**src/hdl/bsmw_cfg.svh**
```systemverilog
/*
 * Offsets, field positions, reset values and fixed codes of the secondary
 * status and memory window registers.
 * Assumes it is included by bare name wherever these constants are needed.
 */
`ifndef BSMW_CFG_SVH
`define BSMW_CFG_SVH

// ----------------------------------------------------------------
// Register byte offsets
// ----------------------------------------------------------------
`define BSMW_OFS_COMMAND      8'h04
`define BSMW_OFS_SEC_STATUS   8'h1c
`define BSMW_OFS_MEM_WINDOW   8'h20
`define BSMW_OFS_PF_WINDOW    8'h24
`define BSMW_OFS_PF_BASE_UP   8'h28
`define BSMW_OFS_PF_LIMIT_UP  8'h2c

// ----------------------------------------------------------------
// Field positions
// ----------------------------------------------------------------
`define BSMW_POS_PERR_RESP    6
`define BSMW_POS_CAP66        21
`define BSMW_POS_FAST_B2B     23
`define BSMW_POS_PERR_DET     24
`define BSMW_POS_DSEL_LO      25
`define BSMW_POS_SIG_TA       27
`define BSMW_POS_RCV_TA       28
`define BSMW_POS_RCV_MA       29
`define BSMW_POS_RCV_SERR     30
`define BSMW_POS_DET_PE       31
`define BSMW_POS_BASE_LO      4
`define BSMW_POS_LIMIT_LO     20
`define BSMW_POS_LIMIT_TYPE   16

// ----------------------------------------------------------------
// Fixed codes and reset values
// ----------------------------------------------------------------
`define BSMW_CAP66_VAL        1'h1
`define BSMW_FAST_B2B_VAL     1'h0
`define BSMW_DSEL_MEDIUM      2'h1
`define BSMW_ADDR_TYPE_64     4'h1
`define BSMW_ADDR_TYPE_ZERO   4'h0
`define BSMW_WIN_RST          12'h000
`define BSMW_UP_RST           32'h0000_0000
`define BSMW_LOW_BOTTOM       20'h0_0000
`define BSMW_LOW_TOP          20'hf_ffff

`endif

```
**src/hdl/bsmw_pkg.sv**
```systemverilog
/*
 * Types shared by the window register block.
 * Assumes nothing beyond a SystemVerilog compiler.
 */
package bsmw_pkg;
	typedef logic [7:0]  bsmw_addr_t;
	typedef logic [31:0] bsmw_word_t;
	typedef logic [11:0] bsmw_win_t;
endpackage : bsmw_pkg

```
**src/hdl/bsmw_sync.sv**
```systemverilog
/*
 * Two-stage synchroniser for pin levels.
 * Assumes inputs are asynchronous to clk_i; only the second stage is read.
 */
`timescale 1ns/10ps
`default_nettype none
module bsmw_sync #(
	parameter int W = 1,
	parameter logic [W-1:0] RST_VAL = '1
) (
	input  wire logic         clk_i,
	input  wire logic         rst_i,
	input  wire logic [W-1:0] d_i,
	output var  logic [W-1:0] q_o
);
	logic [W-1:0] meta_reg;

	always_ff @(posedge clk_i) begin
		if (rst_i) begin
			meta_reg <= RST_VAL;
			q_o      <= RST_VAL;
		end else begin
			meta_reg <= d_i;
			q_o      <= meta_reg;
		end
	end
endmodule : bsmw_sync
`default_nettype wire

```
**src/hdl/bsmw_win.sv**
```systemverilog
/*
 * Inclusive address window compare: bottom <= addr <= top.
 * Assumes the bounds are already widened with their fixed low bits.
 */
`timescale 1ns/10ps
`default_nettype none
module bsmw_win #(
	parameter int W = 64
) (
	input  wire logic [W-1:0] addr_i,
	input  wire logic [W-1:0] bottom_i,
	input  wire logic [W-1:0] top_i,
	output logic              hit_o
);
	// Bounds carry 20 fixed low bits, so narrower addresses make no sense
	if (W < 21) begin : g_bad_width
		$error("bsmw_win: W must be at least 21");
	end

	// An inverted window (bottom above top) matches nothing
	assign hit_o = (addr_i >= bottom_i) && (addr_i <= top_i);
endmodule : bsmw_win
`default_nettype wire

```
**src/hdl/bsmw_top.sv**
```systemverilog
/*
 * Secondary status register and memory / prefetchable forwarding windows
 * of a two-port bridge, reached over a simple strobe register port.
 * Assumes event inputs come from bridge logic on ref_clk_i, while the two
 * secondary error pins are asynchronous and active low.
 */
// Chosen here: strobed register access.
`timescale 1ns/10ps
`default_nettype none
`include "bsmw_cfg.svh"

// Operation
// - Status bit 21 is read-only and reads one: 66 MHz capable.
// - Status bit 23 is read-only and reads zero: no fast back-to-back.
// - Bit 24 sets on secondary parity pin while command bit 6 set; write one clears.
// - Bits 26:25 read-only, return 01 for medium device-select timing.
// - Bit 27 sets when bridge as secondary target signals target abort; W1C.
// - Bit 28 sets when bridge-mastered secondary transaction gets target abort; W1C.
// - Bit 29 sets when bridge-mastered secondary transaction gets master abort; W1C.
// - Bit 30 sets while secondary system error pin asserted; W1C.
// - Bit 31 sets on any secondary address or data parity error; W1C.
// - Low four bits of memory base and memory limit read zero.
// - Memory base bits 15:4 writable, reset zero, give bottom address 31:20.
// - Memory limit bits 31:20 writable, give top address 31:20, low bits FFFFFh.
// - Memory window decides forwarding of memory transactions between interfaces.
// - Prefetchable base and limit type nibbles read 0001, meaning 64-bit.
// - Prefetchable base bits 15:4 writable, give bottom address 31:20.
// - Prefetchable limit bits 31:20 writable, give top address 31:20, low FFFFFh.
// - Prefetchable window decides forwarding of memory reads and writes.
// - Upper prefetchable halves at 28h and 2Ch extend the 64-bit window; reset zero.
module bsmw_top (
	input  wire logic                ref_clk_i,
	input  wire logic                sys_rst_i,
	input  wire bsmw_pkg::bsmw_addr_t reg_addr_i,
	input  wire bsmw_pkg::bsmw_word_t reg_wdata_i,
	input  wire logic                reg_wr_i,
	input  wire logic                reg_rd_i,
	output var  bsmw_pkg::bsmw_word_t reg_rdata_o,
	input  wire logic                secondary_parity_error_n_i,
	input  wire logic                secondary_system_error_n_i,
	input  wire logic                sec_target_abort_sent_i,
	input  wire logic                sec_target_abort_rcvd_i,
	input  wire logic                sec_master_abort_rcvd_i,
	input  wire logic                sec_parity_detected_i,
	input  wire logic                txn_valid_i,
	input  wire logic                txn_is_mem_i,
	input  wire logic                txn_from_sec_i,
	input  wire logic [63:0]         txn_addr_i,
	output var  logic                fwd_valid_o,
	output var  logic                fwd_o,
	output var  logic                mem_hit_o,
	output var  logic                pf_hit_o
);
	// ----------------------------------------------------------------
	// State
	// ----------------------------------------------------------------
	logic                perr_resp_reg;
	logic                perr_det_reg;
	logic                sig_ta_reg;
	logic                rcv_ta_reg;
	logic                rcv_ma_reg;
	logic                rcv_serr_reg;
	logic                det_pe_reg;
	bsmw_pkg::bsmw_win_t mem_base_reg;
	bsmw_pkg::bsmw_win_t mem_limit_reg;
	bsmw_pkg::bsmw_win_t pf_base_reg;
	bsmw_pkg::bsmw_win_t pf_limit_reg;
	bsmw_pkg::bsmw_word_t pf_base_up_reg;
	bsmw_pkg::bsmw_word_t pf_limit_up_reg;
	logic [1:0]          pin_sync;
	logic                perr_pin;
	logic                serr_pin;
	logic                mem_hit;
	logic                pf_hit;
	logic                wr_status;
	logic                wr_mem;
	logic                wr_pf;

	// ----------------------------------------------------------------
	// Helpers
	// ----------------------------------------------------------------
	// Write-one-to-clear with the hardware set winning the tie
	function automatic logic w1c_next(input logic cur, input logic set,
		input logic clr);
		w1c_next = set | (cur & ~clr);
	endfunction : w1c_next

	function automatic logic wr_hit(input bsmw_pkg::bsmw_addr_t ofs);
		wr_hit = reg_wr_i && (reg_addr_i == ofs);
	endfunction : wr_hit

	// A process, not assign: it must also wake on the strobe and address read inside wr_hit
	always_comb begin
		wr_status = wr_hit(`BSMW_OFS_SEC_STATUS);
		wr_mem    = wr_hit(`BSMW_OFS_MEM_WINDOW);
		wr_pf     = wr_hit(`BSMW_OFS_PF_WINDOW);
	end

	// ----------------------------------------------------------------
	// Pin synchronisers
	// ----------------------------------------------------------------
	bsmw_sync #(
		.W       (2),
		.RST_VAL (2'h3)
	) u_pin_sync (
		.clk_i (ref_clk_i),
		.rst_i (sys_rst_i),
		.d_i   ({secondary_system_error_n_i, secondary_parity_error_n_i}),
		.q_o   (pin_sync)
	);

	assign perr_pin = ~pin_sync[0];
	assign serr_pin = ~pin_sync[1];

	// ----------------------------------------------------------------
	// Command shadow: parity error response enable
	// ----------------------------------------------------------------
	always_ff @(posedge ref_clk_i) begin
		if (sys_rst_i) begin
			perr_resp_reg <= 1'h0;
		end else if (wr_hit(`BSMW_OFS_COMMAND)) begin
			perr_resp_reg <= reg_wdata_i[`BSMW_POS_PERR_RESP];
		end
	end

	// ----------------------------------------------------------------
	// Secondary status flags
	// ----------------------------------------------------------------
	// Pins are levels, so a held error keeps re-setting the flag and a
	// clear only sticks once the pin has gone away.
	always_ff @(posedge ref_clk_i) begin
		if (sys_rst_i) begin
			perr_det_reg <= 1'h0;
			sig_ta_reg   <= 1'h0;
			rcv_ta_reg   <= 1'h0;
			rcv_ma_reg   <= 1'h0;
			rcv_serr_reg <= 1'h0;
			det_pe_reg   <= 1'h0;
		end else begin
			perr_det_reg <= w1c_next(perr_det_reg, perr_pin & perr_resp_reg,
				wr_status & reg_wdata_i[`BSMW_POS_PERR_DET]);
			sig_ta_reg   <= w1c_next(sig_ta_reg, sec_target_abort_sent_i,
				wr_status & reg_wdata_i[`BSMW_POS_SIG_TA]);
			rcv_ta_reg   <= w1c_next(rcv_ta_reg, sec_target_abort_rcvd_i,
				wr_status & reg_wdata_i[`BSMW_POS_RCV_TA]);
			rcv_ma_reg   <= w1c_next(rcv_ma_reg, sec_master_abort_rcvd_i,
				wr_status & reg_wdata_i[`BSMW_POS_RCV_MA]);
			rcv_serr_reg <= w1c_next(rcv_serr_reg, serr_pin,
				wr_status & reg_wdata_i[`BSMW_POS_RCV_SERR]);
			det_pe_reg   <= w1c_next(det_pe_reg, sec_parity_detected_i,
				wr_status & reg_wdata_i[`BSMW_POS_DET_PE]);
		end
	end

	// ----------------------------------------------------------------
	// Window registers
	// ----------------------------------------------------------------
	always_ff @(posedge ref_clk_i) begin
		if (sys_rst_i) begin
			mem_base_reg  <= `BSMW_WIN_RST;
			mem_limit_reg <= `BSMW_WIN_RST;
		end else if (wr_mem) begin
			mem_base_reg  <= reg_wdata_i[15:`BSMW_POS_BASE_LO];
			mem_limit_reg <= reg_wdata_i[31:`BSMW_POS_LIMIT_LO];
		end
	end

	always_ff @(posedge ref_clk_i) begin
		if (sys_rst_i) begin
			pf_base_reg  <= `BSMW_WIN_RST;
			pf_limit_reg <= `BSMW_WIN_RST;
		end else if (wr_pf) begin
			pf_base_reg  <= reg_wdata_i[15:`BSMW_POS_BASE_LO];
			pf_limit_reg <= reg_wdata_i[31:`BSMW_POS_LIMIT_LO];
		end
	end

	always_ff @(posedge ref_clk_i) begin
		if (sys_rst_i) begin
			pf_base_up_reg  <= `BSMW_UP_RST;
			pf_limit_up_reg <= `BSMW_UP_RST;
		end else begin
			if (wr_hit(`BSMW_OFS_PF_BASE_UP)) begin
				pf_base_up_reg <= reg_wdata_i;
			end
			if (wr_hit(`BSMW_OFS_PF_LIMIT_UP)) begin
				pf_limit_up_reg <= reg_wdata_i;
			end
		end
	end

	// ----------------------------------------------------------------
	// Read path
	// ----------------------------------------------------------------
	// Read-only fields are rebuilt here from constants, so no write can
	// ever reach them.
	always_ff @(posedge ref_clk_i) begin
		if (sys_rst_i) begin
			reg_rdata_o <= 32'h0000_0000;
		end else if (reg_rd_i) begin
			case (reg_addr_i)
				`BSMW_OFS_COMMAND: begin
					reg_rdata_o <= 32'(perr_resp_reg) << `BSMW_POS_PERR_RESP;
				end
				`BSMW_OFS_SEC_STATUS: begin
					reg_rdata_o <= {det_pe_reg, rcv_serr_reg, rcv_ma_reg,
						rcv_ta_reg, sig_ta_reg, `BSMW_DSEL_MEDIUM,
						perr_det_reg, `BSMW_FAST_B2B_VAL, 1'h0,
						`BSMW_CAP66_VAL, 5'h00, 16'h0000};
				end
				`BSMW_OFS_MEM_WINDOW: begin
					reg_rdata_o <= {mem_limit_reg, `BSMW_ADDR_TYPE_ZERO,
						mem_base_reg, `BSMW_ADDR_TYPE_ZERO};
				end
				`BSMW_OFS_PF_WINDOW: begin
					reg_rdata_o <= {pf_limit_reg, `BSMW_ADDR_TYPE_64,
						pf_base_reg, `BSMW_ADDR_TYPE_64};
				end
				`BSMW_OFS_PF_BASE_UP: begin
					reg_rdata_o <= pf_base_up_reg;
				end
				`BSMW_OFS_PF_LIMIT_UP: begin
					reg_rdata_o <= pf_limit_up_reg;
				end
				default: begin
					reg_rdata_o <= 32'h0000_0000;
				end
			endcase
		end
	end

	// ----------------------------------------------------------------
	// Forwarding decode
	// ----------------------------------------------------------------
	// The plain memory window is 32-bit only: any upper address bit set
	// misses it.
	bsmw_win #(
		.W (64)
	) u_mem_win (
		.addr_i   (txn_addr_i),
		.bottom_i ({32'h0000_0000, mem_base_reg, `BSMW_LOW_BOTTOM}),
		.top_i    ({32'h0000_0000, mem_limit_reg, `BSMW_LOW_TOP}),
		.hit_o    (mem_hit)
	);

	bsmw_win #(
		.W (64)
	) u_pf_win (
		.addr_i   (txn_addr_i),
		.bottom_i ({pf_base_up_reg, pf_base_reg, `BSMW_LOW_BOTTOM}),
		.top_i    ({pf_limit_up_reg, pf_limit_reg, `BSMW_LOW_TOP}),
		.hit_o    (pf_hit)
	);

	// Downstream traffic crosses when inside a window, upstream when outside
	always_ff @(posedge ref_clk_i) begin
		if (sys_rst_i) begin
			fwd_valid_o <= 1'h0;
			fwd_o       <= 1'h0;
			mem_hit_o   <= 1'h0;
			pf_hit_o    <= 1'h0;
		end else begin
			fwd_valid_o <= txn_valid_i;
			mem_hit_o   <= txn_valid_i & mem_hit;
			pf_hit_o    <= txn_valid_i & pf_hit;
			fwd_o       <= txn_valid_i & txn_is_mem_i &
				(txn_from_sec_i ^ (mem_hit | pf_hit));
		end
	end

	logic rd_status;
	assign rd_status = reg_rd_i && (reg_addr_i == `BSMW_OFS_SEC_STATUS);
endmodule : bsmw_top
`default_nettype wire

```
**config.mk**
```make
export PLATFORM = sky130hd
export DESIGN_NAME = bsmw_top
export DESIGN_NICKNAME = d
export VERILOG_FILES = /design/src/hdl/bsmw_pkg.sv /design/src/hdl/bsmw_sync.sv /design/src/hdl/bsmw_win.sv /design/src/hdl/bsmw_top.sv
export VERILOG_INCLUDE_DIRS = /design/src /design/src/hdl
export SDC_FILE = /design/constraint.sdc
export NUM_CORES = 1
export LEC_CHECK = 0
export ABC_AREA = 1
export BUFFER_PORTS_ARGS = -buffer_cell sky130_fd_sc_hd__buf_2
export CAP_MARGIN = 20
export CORE_MARGIN = 2
export CORE_UTILIZATION = 32
export DETAILED_ROUTE_END_ITERATION = 8
export PLACE_DENSITY = 0.55
export SLEW_MARGIN = 10
export SYNTH_ARGS = -nofsm -noshare
export SYNTH_HDL_FRONTEND = slang
export SYNTH_SLANG_ARGS = --single-unit
```
**constraint.sdc**
```tcl
create_clock -name ref_clk_i -period 1.6 [get_ports ref_clk_i]
set_input_delay 0.16 -clock ref_clk_i [delete_from_list [all_inputs] [get_ports ref_clk_i]]
set_output_delay 0.16 -clock ref_clk_i [all_outputs]
set_load 0.005 [all_outputs]
```
# --- Word-level counts from Yosys, hierarchy flattened ---
# Cells that the tools add are included.
op_classes:
  mux: 1
  reduce_logical: 8
  bitwise_logic: 33
  n_lt_le_gt_ge: 4
  eq_ne: 6
op_table:
  columns: ["op", "count"]
  rows:
  - ["$pmux W32 S6", 1]
  - ["$ge A64 B32 Y1", 1]
  - ["$ge A64 B64 Y1", 1]
  - ["$le A64 B32 Y1", 1]
  - ["$le A64 B64 Y1", 1]
  - ["$eq A8 B6 Y1 const B", 4]
  - ["$and A1 B1 Y1", 17]
  - ["$eq A8 B3 Y1 const B", 1]
  - ["$eq A8 B5 Y1 const B", 1]
  - ["$logic_and A1 B1 Y1", 8]
  - ["$not A1 Y1", 8]
  - ["$or A1 B1 Y1", 7]
  - ["$xor A1 B1 Y1", 1]
totals:
  input_bits: 117
  reg_bits: 159
  wordCells: 72
  out_inout_bits: 36

# --- Logic depth before layout (Yosys ltp) ---
# Gate-level depths: netlist of the first run.
depth:
  depth_word: 6
  mapped_depth: 17
  depth_no_buf: 17

# --- Hierarchy ---
# From an unflattened synthesis of the first run, not the netlist that was laid out.
unflattened:
  hier_cells: 1989
  area_unflattened_um2: 13434.1
by_module_without_submodules:
  columns: ["module", "instances", "seq_area_each_um2", "cells_each", "area_per_inst_um2"]
  rows:
  - ["bsmw_top", 1, 3103.0, 883, 6561.3]
  - ["bsmw_win (u_pf_win)", 1, 0.0, 545, 3379.5]
  - ["bsmw_win (u_mem_win)", 1, 0.0, 548, 3377.0]
  - ["bsmw_sync", 1, 80.1, 13, 116.4]

# --- Worst setup path after synthesis of the first run ---
# OpenSTA, ideal clock, no wires.
synth_path:
  path_kind: "register -> register"
  from: "reg pf_limit_up_reg[31]"
  to: "reg fwd_o"
  stages_incl_launch_ff: 13
  setup_ps: 115
  synth_period_minus_slack_ps: 1657
  arrival_ps: 1542
  n_path_buf: 0
  slack_ps: -57
  t_required_ps: 1485
  cell_sequence: "dfxtp_1 -> inv_1 -> ha_1 -> nand2_1 -> nor2_1 -> and2_1 -> nand3_1 -> nor3_1 -> nand3_1 -> nand2_1 -> nand2_1 -> a21oi_1 -> nor2_1"
synth_via:
  elab_chain_len: 5
synth_rtl:
  columns: ["item", "line_no", "rtl"]
  rows:
  - ["start, declared", "bsmw_top.sv:69", "bsmw_pkg::bsmw_word_t pf_limit_up_reg;"]
  - ["start signal, assigned", "bsmw_top.sv:181", "pf_limit_up_reg <= `BSMW_UP_RST;"]
  - ["start signal, assigned", "bsmw_top.sv:187", "pf_limit_up_reg <= reg_wdata_i;"]
  - ["$le A64 B64 Y1", "bsmw_win.sv:21", "assign hit_o = (addr_i >= bottom_i) && (addr_i <= top_i);"]
  - ["$logic_and A1 B1 Y1", "bsmw_win.sv:21", null]
  - ["$or A1 B1 Y1", "bsmw_top.sv:267", "(txn_from_sec_i ^ (mem_hit | pf_hit));"]
  - ["$xor A1 B1 Y1", "bsmw_top.sv:267", null]
  - ["$and A1 B1 Y1", "bsmw_top.sv:266", "fwd_o <= txn_valid_i & txn_is_mem_i &"]
  - ["end signal, assigned", "bsmw_top.sv:266", null]
  - ["end, declared", "bsmw_top.sv:50", "output var logic fwd_o,"]
# Every way passes these cells.
# A chain may end at the register's enable or synchronous reset.

# --- Worst setup path after layout of the first run ---
layout_path:
  from: "reg pf_base_up_reg[29]"
  to: "reg fwd_o"
layout_via:
  elab_chain_len: 5
layout_rtl:
  columns: ["item", "line_no", "rtl"]
  rows:
  - ["start, declared", "bsmw_top.sv:68", "bsmw_pkg::bsmw_word_t pf_base_up_reg;"]
  - ["start signal, assigned", "bsmw_top.sv:180", "pf_base_up_reg <= `BSMW_UP_RST;"]
  - ["start signal, assigned", "bsmw_top.sv:184", "pf_base_up_reg <= reg_wdata_i;"]
  - ["$ge A64 B64 Y1", "bsmw_win.sv:21", null]
  - ["$logic_and A1 B1 Y1", "bsmw_win.sv:21", null]
  - ["$or A1 B1 Y1", "bsmw_top.sv:267", null]
  - ["$xor A1 B1 Y1", "bsmw_top.sv:267", null]
  - ["$and A1 B1 Y1", "bsmw_top.sv:266", null]
# Every way passes these cells.

==> results_dict.tcl, run 1 <==
set metrics [dict create \
    muxShareOfSynthArea_pct 0 \
    tightest_slew_ns 0.574 \
    synth-compound-area-share_pct 22.7 \
    fin_ws_ns -0.230 \
    synth.top_cells.by_count "nand2_1, inv_1, a21oi_1, dfxtp_1, o21ai_0" \
    routedWlPerCell_um 17.0 \
    numCtsBuffers 17 \
    htreeDepth 4 \
    rows 62 \
    clkLatencyLatePin_ns 0.43 \
    io_buffer_count 152 \
    critPathMaxStageDelay_ns 0.35 \
    fin_nets 1851 \
    ys.flop_type "dfxtp_1" \
    synth_area_leader_cell "dfxtp_1" \
    post-route-period-util_pct 114 \
    final_hold_viol_count 0 \
    fmax_ghz 0.546 \
    relSlewSlack_pct 61.7 \
    clk_pin_slew_ns 0.07 \
    synth_cell_type_count 39 \
    viasPerCell 4.89 \
    critical_path_class "reg2reg" \
    synthAdderAreaFrac_pct 14.9 \
    drc 0 \
    syn_nets 1534 \
    register_area_um2 3210 \
    fin_setup_tns_ns -0.488 \
    gp_congestion 0.889 \
    setup-violations-final 3 \
    ys_seq_elements 159 \
    num_io_pins 153 \
    clockRootBuffer "clkbuf_16" \
    fp.coreArea_um2 28800 \
    cts_tree "done" \
    final_util_pct 45.8 \
    start_util_pct 32.6 \
    synthArstFlopShare_pct 0 \
    maxCapViolations 0 \
    critPathLaunchType "flop" \
    syn_to_final_growth_pct 40.4 \
    cp.arrival_ns 2.16 \
    dr.pass1.iters 5 \
    synth.most_common_cell "nand2_1" \
    synth.yosys.seq_area_share_pct 33.9 \
    p_leak_uw 0.00567 \
    syn-instance-count 1305 \
    setup.worst_path.end_class "flop" \
    dp_hpwl_mm 26.1 \
    nFillCells 2887 \
    synth-xor-area-share_pct 0 \
    drt_iter0_markers 711 \
    antenna_found_initial 3 \
    synth_area_leaders "dfxtp_1, ha_1, a21oi_1, nand2_1, inv_1" \
    synth_top_family_by_area "compound AO/OA/AOI/OAI gates" \
    grt_max_degree 67 \
    critPathMaxFanout 3 \
    clkSinkCount 159 \
    ant_nets 0 \
    required_ns 1.93 \
    yosys_warnings 0 \
    grt_pass1_vias 9234 \
    finalClockSkew_ns 0.0106 \
    slew_viol_final 0 \
    status "finished, violations left" \
    syn-mean-instance-area_um2 7.20 \
    synth-edff-count 0 \
    rsz0062_at_grt "yes" \
    power_density_nw_per_um2 708 \
    synthSimpleGateAreaFrac_pct 17.3 \
    cts_buffer_depth 2 \
    fin_crit_ns 1.83 \
    violations "setup timing" \
    yosys.area.top_type_share_pct 33.9 \
    drive_gt1_share_pct 32.3 \
    die-area_um2 30700 \
    hold_ws_ns 0.0194 \
    multiInputGateArea_um2 5700 \
    fp.dieH_um 175 \
    hold_path.class "in2reg" \
    crit_chain "inv_4 > ha_4 > nand4_1 > buf_4 > inv_1 > nand2_1 > nand2_2 > a21oi_2 > nand4_1 > nand2_2 > a21oi_2 > nor2_1" \
    drt-total-wl_mm 34.2 \
    total_power_uw 9340 \
    grt_pass1_wl_mm 51.6 \
    mappedNetlistArea_um2 9400 \
    vias 9887 \
    die_w_um 175 \
    overflow 0 \
    cp_slowest_cell "dfxtp_2" \
    grtUsageTotal_pct 21.9 \
    irDropWorstVdd_v 0.000703 \
]
[placed cells by master (no fill, tap or decap), types with 15 or more instances in the layout]
cell / instances
inv_2: 33
a21oi_1: 179
nand3_1: 15
nor2_2: 15
o21ai_1: 21
o22ai_1: 41
dfxtp_1: 134
buf_4: 176
nor2_1: 70
clkbuf_16: 17
inv_1: 169
ha_4: 29
nand4_1: 16
nand2_2: 15
dfxtp_2: 25
ha_1: 83
nand2_1: 199
o21ai_0: 130
buf_2: 152
[worst max-delay path, delay by kind of cell, from the launching register on]
family                     cells  cell delay, ns
and+or+nand+nor                6            0.66
DFF                            1            0.35
buffers and inverters          3            0.31
adders and majority gates      1            0.26
AOI/OAI and AO/OA              2            0.15
[report_power, final]
group          leakage, uW  total (uW)  switching (uW)  internal, uW
sequential         0.00130        3990            8.97          3980
clock             0.000280        4190            1760          2430
combinational      0.00409        1170             672           493
[kinds of logic (layout without fill, tap and decap cells)]
family | Yosys count | after routing
buf+inv | 259 | 588
flops | 159 | 159
fa+ha+maj | 112 | 112
other cells | 0 | 2
compound gates | 397 | 397
simple gates | 378 | 378
[cell type report]
| cell class | count | area share, % |
|---|---|---|
| inverters | 204 | 5.84 |
| flip-flops and latches | 159 | 24.4 |
| clock buffers | 23 | 3.62 |
| clock inverters | 8 | 0.806 |
| repair buffers | 353 | 18.5 |
| diodes | 2 | 0.0379 |
| multi-input cells | 887 | 43.2 |
| well taps | 384 | 3.64 |
[final timing paths]
kind / slack, ns / endpoint / depth (start not counted) / start
hold reg to reg: 0.41 / rcv_serr_reg$_SDFF_PP0_ / 1 / u_pin_sync.q_o[1]$_SDFF_PP1_
setup / recovery: -0.23 / fwd_o$_SDFF_PP0_ / 12 / pf_base_up_reg[29]$_SDFFE_PP0P_
setup reg to reg: -0.23 / fwd_o$_SDFF_PP0_ / 12 / pf_base_up_reg[29]$_SDFFE_PP0P_
hold / removal: 0.02 / pf_base_up_reg[8]$_SDFFE_PP0P_ / 3 / reg_wdata_i[8]
[per-layer routing]
| layer | vias to the layer above | wire length [um] | global-route usage (%) |
|---|---|---|---|
| li1 | 4991 | - | - |
| met1 | 4556 | 16200 | 30.3 |
| met2 | 305 | 15400 | 35.3 |
| met3 | 33 | 2140 | 3.55 |
| met4 | 2 | 539 | 5.69 |
| met5 | - | 13 | 0 |
[timing repair]
action | in CTS | in global routing
pin swaps | 37 | 31
hold buffers | 14 | 0
resized for setup | 84 | 36
setup endpoints to repair | 3 | 3
buffers inserted | 4 | 6
endpoints found under the hold margin | 14 | 0
[through the flow]
| stage | instances | worst slack (ns) | cell area (um^2) |
|---|---|---|---|
| after global routing | 2019 | -0.305 | 13200 |
| after global placement | 1964 | -0.336 | 11900 |
| after detailed placement | 1964 | -0.321 | 11900 |
| final | 2020 | -0.230 | 13200 |
| after CTS | 2013 | -0.179 | 13000 |
| after floorplan | 1305 | -0.0343 | 9450 |
Power figures use the tool's default switching activity.
==> inputs of run 2 (changes only) <==
--- a/config.mk
+++ b/config.mk
@@ -9,7 +9,7 @@
 export ABC_AREA = 1
 export BUFFER_PORTS_ARGS = -buffer_cell sky130_fd_sc_hd__buf_2
 export CAP_MARGIN = 20
-export CORE_MARGIN = 2
+export CORE_MARGIN = 1
 export CORE_UTILIZATION = 32
 export DETAILED_ROUTE_END_ITERATION = 8
 export PLACE_DENSITY = 0.55
==> run 2 against run 1 <==
Against the previous run:
- the flow still finishes with violations (setup timing)
- critical path depth is 2 lower
- largest cell class unchanged
- worst setup slack lost 0.030 ns
- critical endpoint unchanged
- clock power about the same
- sequential share of layout area grew 0.35 points
- first-iteration DRC count rose by 6.6%
==> results_dict.tcl, run 2 (synthesized netlist as in run 1, its figures left out) <==
set metrics [dict create \
    status "finished, violations left" \
    violations "setup timing" \
    cts_buffer_depth 2 \
    hp-start "reg_wdata_i[13]" \
    vias 9869 \
    die-area_um2 30100 \
    rr_startpoint "pf_limit_reg[9]$_SDFFE_PP0P_" \
    antenna_cells 0 \
    post_dp_cell_area_um2 11900 \
    grt_max_degree 64 \
    critPathMaxFanout 3 \
    min_to "pf_base_up_reg[13]$_SDFFE_PP0P_" \
    pre_cts_ws_ns -0.359 \
    post-route-period-util_pct 116 \
    crit_chain "inv_1 > ha_1 > nand4_1 > nor4_1 > nand3_1 > nand2_1 > nand2_2 > nand3_1 > nand2_1 > nor2_1" \
    power_density_nw_per_um2 722 \
    nFillCells 2935 \
    die_w_um 173 \
    fp.dieH_um 173 \
    grtUsageTotal_pct 22.4 \
    fin_crit_ns 1.86 \
    irDropWorstVdd_v 0.000701 \
    clkLatencyLatePin_ns 0.44 \
    dr.pass1.iters 5 \
    cts_tree "done" \
    io_buffer_count 152 \
    critical_path_class "reg2reg" \
    critPathMaxStageDelay_ns 0.42 \
    p_leak_uw 0.00562 \
    ant_nets 0 \
    rsz0062_at_grt "yes" \
    required_ns 1.99 \
    start_util_pct 32.6 \
    clkSinkCount 159 \
    clk_pin_slew_ns 0.07 \
    slew_viol_final 0 \
    final_hold_viol_count 0 \
    final_common_cell "nand2_1" \
    htreeDepth 4 \
    final_cell_mix "nand2_1, inv_1, a21oi_1, buf_4, buf_2" \
    gp_congestion 0.893 \
    finalClockSkew_ns 0.0115 \
    grt_pass1_wl_mm 51.5 \
    clockRootBuffer "clkbuf_16" \
    rows 62 \
    num_io_pins 153 \
    drt-total-wl_mm 33.6 \
    drive_gt1_share_pct 27.7 \
    drt_iter0_markers 758 \
    setup.worst_path.end_class "flop" \
    fmax_ghz 0.538 \
    antenna_found_initial 1 \
    multiInputGateArea_um2 5420 \
    rrSetupSlack_ns -0.26 \
    hold_ws_ns 0.0131 \
    tightest_slew_ns 0.596 \
    fp.coreArea_um2 28800 \
    numCtsBuffers 17 \
    critPathLaunchType "flop" \
    reg2reg_to "fwd_o$_SDFF_PP0_" \
    worstHoldPathCells 3 \
    fin_ws_ns -0.260 \
    overflow 0 \
    fin_nets 1849 \
    relSlewSlack_pct 60.3 \
    dp_hpwl_mm 26.0 \
    cp.arrival_ns 2.25 \
    syn_to_final_growth_pct 37.6 \
    cp_slowest_cell "nor4_1" \
    viasPerCell 4.89 \
    setup-violations-final 3 \
    routedWlPerCell_um 16.7 \
    register_area_um2 3200 \
    reg2reg_depth 10 \
    grt_pass1_vias 9379 \
    hold_path.class "in2reg" \
    design_area_um2 12900 \
    maxCapViolations 0 \
    drc 0 \
]
-- run 2: cell count changes in the layout (fill, tap and decap cells not counted), sizes merged --
cell / previous run / this run
clkbuf: 23 / 18
clkinvlp: 2 / 1
clkinv: 3 / 5
buf: 339 / 330
dlygate4sd3: 14 / 21
diode: 2 / 0
inv: 205 / 210
-- run 2: power breakdown --
part           leakage, uW  internal [uW]  switching, uW
sequential         0.00129           3980           9.22
clock             0.000292           2370           1850
combinational      0.00404            468            654
total              0.00562           6810           2520
-- run 2: layout make-up --
type	count	share of cell area, %
Timing Repair Buffer	351	19.1
Multi-Input combinational cell	887	41.9
Clock buffer	18	3.40
Sequential cell	159	24.7
Clock inverter	14	1.18
Inverter	204	5.96
Tap cell	384	3.72
-- run 2: how the worst max path moves through the flow --
stage	from	depth (start not counted)	endpoint	slack [ns]
finish	pf_limit_reg[9]$_SDFFE_PP0P_	10	fwd_o$_SDFF_PP0_	-0.26
global route	pf_base_up_reg[7]$_SDFFE_PP0P_	16	fwd_o$_SDFF_PP0_	-0.35
CTS	pf_base_up_reg[29]$_SDFFE_PP0P_	11	fwd_o$_SDFF_PP0_	-0.19
detailed placement	pf_base_up_reg[31]$_SDFFE_PP0P_	11	fwd_o$_SDFF_PP0_	-0.36
global placement	pf_base_up_reg[31]$_SDFFE_PP0P_	11	fwd_o$_SDFF_PP0_	-0.39
floorplan	pf_limit_up_reg[29]$_SDFFE_PP0P_	12	fwd_o$_SDFF_PP0_	-0.03
-- run 2: timing repair --
item | 4_1_cts | 5_1_grt
hold buffers | 21 | 0
setup buffers | 3 | 1
hold endpoints to repair | 25 | 0
resized for setup | 29 | 23
pin swaps | 18 | 12
endpoints found under the setup margin | 3 | 3
-- run 2: metrics by stage --
step | TNS (ns) | cells | util, % | total power (uW)
2_1_floorplan | -0.0343 | 1305 | - | 4590
3_3_place_gp | -3.78 | 1960 | 41.3 | 5090
3_5_place_dp | -5.10 | 1960 | 41.3 | 5100
4_1_cts | -0.398 | 2016 | 44.5 | 9390
5_1_grt | -0.776 | 2017 | 44.9 | 9700
6_report | -0.519 | 2017 | 44.9 | 9330
-- run 2: worst max-delay path: cells and delay by family, from the launching register on --
family        cells  cell delay (ns)
flops             1             0.31
buf+inv           1             0.08
simple gates      8             1.11
fa+ha+maj         1             0.31
-- run 2: layer usage --
| layer | vias up | track usage [%] | wire, um | share of wire (%) |
|---|---|---|---|---|
| met3 | 35 | 3.97 | 2010 | 6.0 |
| met4 | 2 | 5.83 | 500 | 1.5 |
| met1 | 4537 | 30.4 | 15900 | 47 |
| met2 | 312 | 36.5 | 15200 | 45 |
| li1 | 4983 | - | - | - |
| met5 | - | 0 | 10 | 0.030 |
==> inputs of run 3 (changes only) <==
--- a/config.mk
+++ b/config.mk
@@ -7,12 +7,12 @@
 export NUM_CORES = 1
 export LEC_CHECK = 0
 export ABC_AREA = 1
-export BUFFER_PORTS_ARGS = -buffer_cell sky130_fd_sc_hd__buf_2
+export BUFFER_PORTS_ARGS = -buffer_cell sky130_fd_sc_hd__clkbuf_2
 export CAP_MARGIN = 20
 export CORE_MARGIN = 1
-export CORE_UTILIZATION = 32
+export CORE_UTILIZATION = 25
 export DETAILED_ROUTE_END_ITERATION = 8
-export PLACE_DENSITY = 0.55
+export PLACE_DENSITY = 0.45
 export SLEW_MARGIN = 10
 export SYNTH_ARGS = -nofsm -noshare
 export SYNTH_HDL_FRONTEND = slang
==> constraint.sdc (replaced) <==
create_clock -name ref_clk_i -period 2.3 [get_ports ref_clk_i]
set_input_delay 0.23 -clock ref_clk_i [delete_from_list [all_inputs] [get_ports ref_clk_i]]
set_output_delay 0.23 -clock ref_clk_i [all_outputs]
set_load 0.005 [all_outputs]
==> run 3 against run 2 <==
Against the previous run:
- the flow now finishes without violations
- critical endpoint unchanged
- final cell count down 4.4%
- critical path depth up 2
- sequential share of layout area up 3.4 points
- register-to-register slack better by 0.55 ns
- critical path type unchanged
- flip-flop and latch count unchanged
- fmax down 7.6%
- non-clock buffer count down 171
==> results_dict.tcl, run 3 (synthesized netlist as in run 1, its figures left out) <==
set metrics [dict create \
    fin_crit_ns 2.01 \
    cts_buffer_depth 2 \
    grt_max_degree 51 \
    multiInputGateArea_um2 5170 \
    cts_tree "done" \
    clk_pin_slew_ns 0.07 \
    irDropWorstVdd_v 0.000465 \
    fin_nets 1678 \
    critical_path.top_delay_family "simple AND/OR/NAND/NOR gates" \
    antenna_cells 0 \
    final_hold_viol_count 0 \
    crit_chain "inv_1 > ha_1 > nand2_1 > nor2_1 > and2_1 > nand3_1 > nor3_2 > nand3_1 > nand2_1 > nand2_1 > a21oi_1 > nor2_1" \
    crit_top_cell "nand2_1" \
    maxCapViolations 0 \
    io_buffer_count 152 \
    hold_ws_ns 0.0108 \
    vias 9104 \
    fp.coreArea_um2 36800 \
    die-area_um2 38400 \
    rows 70 \
    dp_hpwl_mm 27.2 \
    overflow 0 \
    critPathMaxStageDelay_ns 0.31 \
    fin_setup_tns_ns 0 \
    nFillCells 4089 \
    start_util_pct 25.5 \
    hold_path.class "in2reg" \
    grt_pass1_vias 8846 \
    antenna_found_initial 0 \
    routedWlPerCell_um 17.8 \
    cp.arrival_ns 2.34 \
    grtUsageTotal_pct 18.1 \
    drt-total-wl_mm 34.4 \
    final_common_cell "nand2_1" \
    setup.worst_path.end_class "flop" \
    num_io_pins 153 \
    register_area_um2 3180 \
    htreeDepth 4 \
    setup-violations-final 0 \
    p_leak_uw 0.00477 \
    grt_pass1_wl_mm 51.9 \
    status "completed" \
    syn_to_final_growth_pct 20.4 \
    required_ns 2.62 \
    post-route-period-util_pct 87.6 \
    rsz0062_at_grt "no" \
    critical_path_class "reg2reg" \
    fmax_ghz 0.497 \
    finalClockSkew_ns 0.0115 \
    clkSinkCount 159 \
    critPathBufInv 1 \
    clkLatencyLatePin_ns 0.43 \
    slew_viol_final 0 \
    clockRootBuffer "clkbuf_16" \
    power_density_nw_per_um2 562 \
    ant_nets 0 \
    critPathLaunchType "flop" \
    relSlewSlack_pct 60.2 \
    dr.pass1.iters 5 \
    numCtsBuffers 17 \
    drt_iter0_markers 496 \
    critPathMaxFanout 3 \
    cp_slowest_cell "dfxtp_1" \
    final_cell_mix "nand2_1, inv_1, a21oi_1, dfxtp_1, clkbuf_2" \
    drc 0 \
    tightest_slew_ns 0.598 \
    post_cts_buffers 0 \
    viasPerCell 4.72 \
    drive_gt1_share_pct 16.5 \
    fp.dieH_um 196 \
    gp_congestion 0.815 \
    die_w_um 196 \
]
-- run 3: repair_timing --
action / 4_1_cts / 5_1_grt
endpoints found under the setup margin: 0 / 1
gates resized for setup: 0 / 2
hold buffers: 2 / 0
hold endpoints to repair: 2 / 0
-- run 3: worst min-delay path, cell delays in order --
cell and delay [ns]:
clkbuf_2 0.08, inv_1 0.04, a21oi_1 0.05
-- run 3: worst paths after layout --
| path | startpoint | endpoint | slack, ns | cells past startpoint |
|---|---|---|---|---|
| worst max register to register | pf_limit_up_reg[31]$_SDFFE_PP0P_ | fwd_o$_SDFF_PP0_ | 0.29 | 12 |
| worst min-delay path | sec_target_abort_sent_i | sig_ta_reg$_SDFF_PP0_ | 0.01 | 3 |
| worst min register to register | u_pin_sync.meta_reg[0]$_SDFF_PP1_ | u_pin_sync.q_o[0]$_SDFF_PP1_ | 0.41 | 1 |
| worst max-delay path | pf_limit_up_reg[31]$_SDFFE_PP0P_ | fwd_o$_SDFF_PP0_ | 0.29 | 12 |
-- run 3: stage by stage --
stage	setup WS, ns	area, um^2	power, uW	utilization (%)	instances
floorplan	0.643	9400	3190	-	1305
global route	0.0759	11300	6640	30.7	1929
finish	0.286	11300	6350	30.7	1929
CTS	0.168	11300	6420	30.7	1929
detailed placement	0.183	10700	3500	29.1	1896
global placement	0.177	10700	3500	29.1	1896
-- run 3: layer usage --
metal,vias to the layer above,part of all wire [%],GRT usage [%]
li1,4644,-,-
met1,4218,46,23.1
met2,210,49,31.8
met3,32,3.5,2.51
met4,0,1.8,4.72
met5,-,0,0
-- run 3: cell type report --
cell class | count | area share [%]
tap | 468 | 5.18
multi-input combinational | 887 | 45.7
timing repair buffer | 180 | 8.96
clock inverter | 11 | 1.16
sequential | 159 | 28.1
inverter | 204 | 6.79
clock buffer | 20 | 4.04
-- run 3: report_power, final --
part / internal (uW) / switching, uW / leakage (uW)
Combinational: 250 / 416 / 0.00320
Sequential: 2770 / 5.69 / 0.00128
Clock: 1660 / 1250 / 0.000279
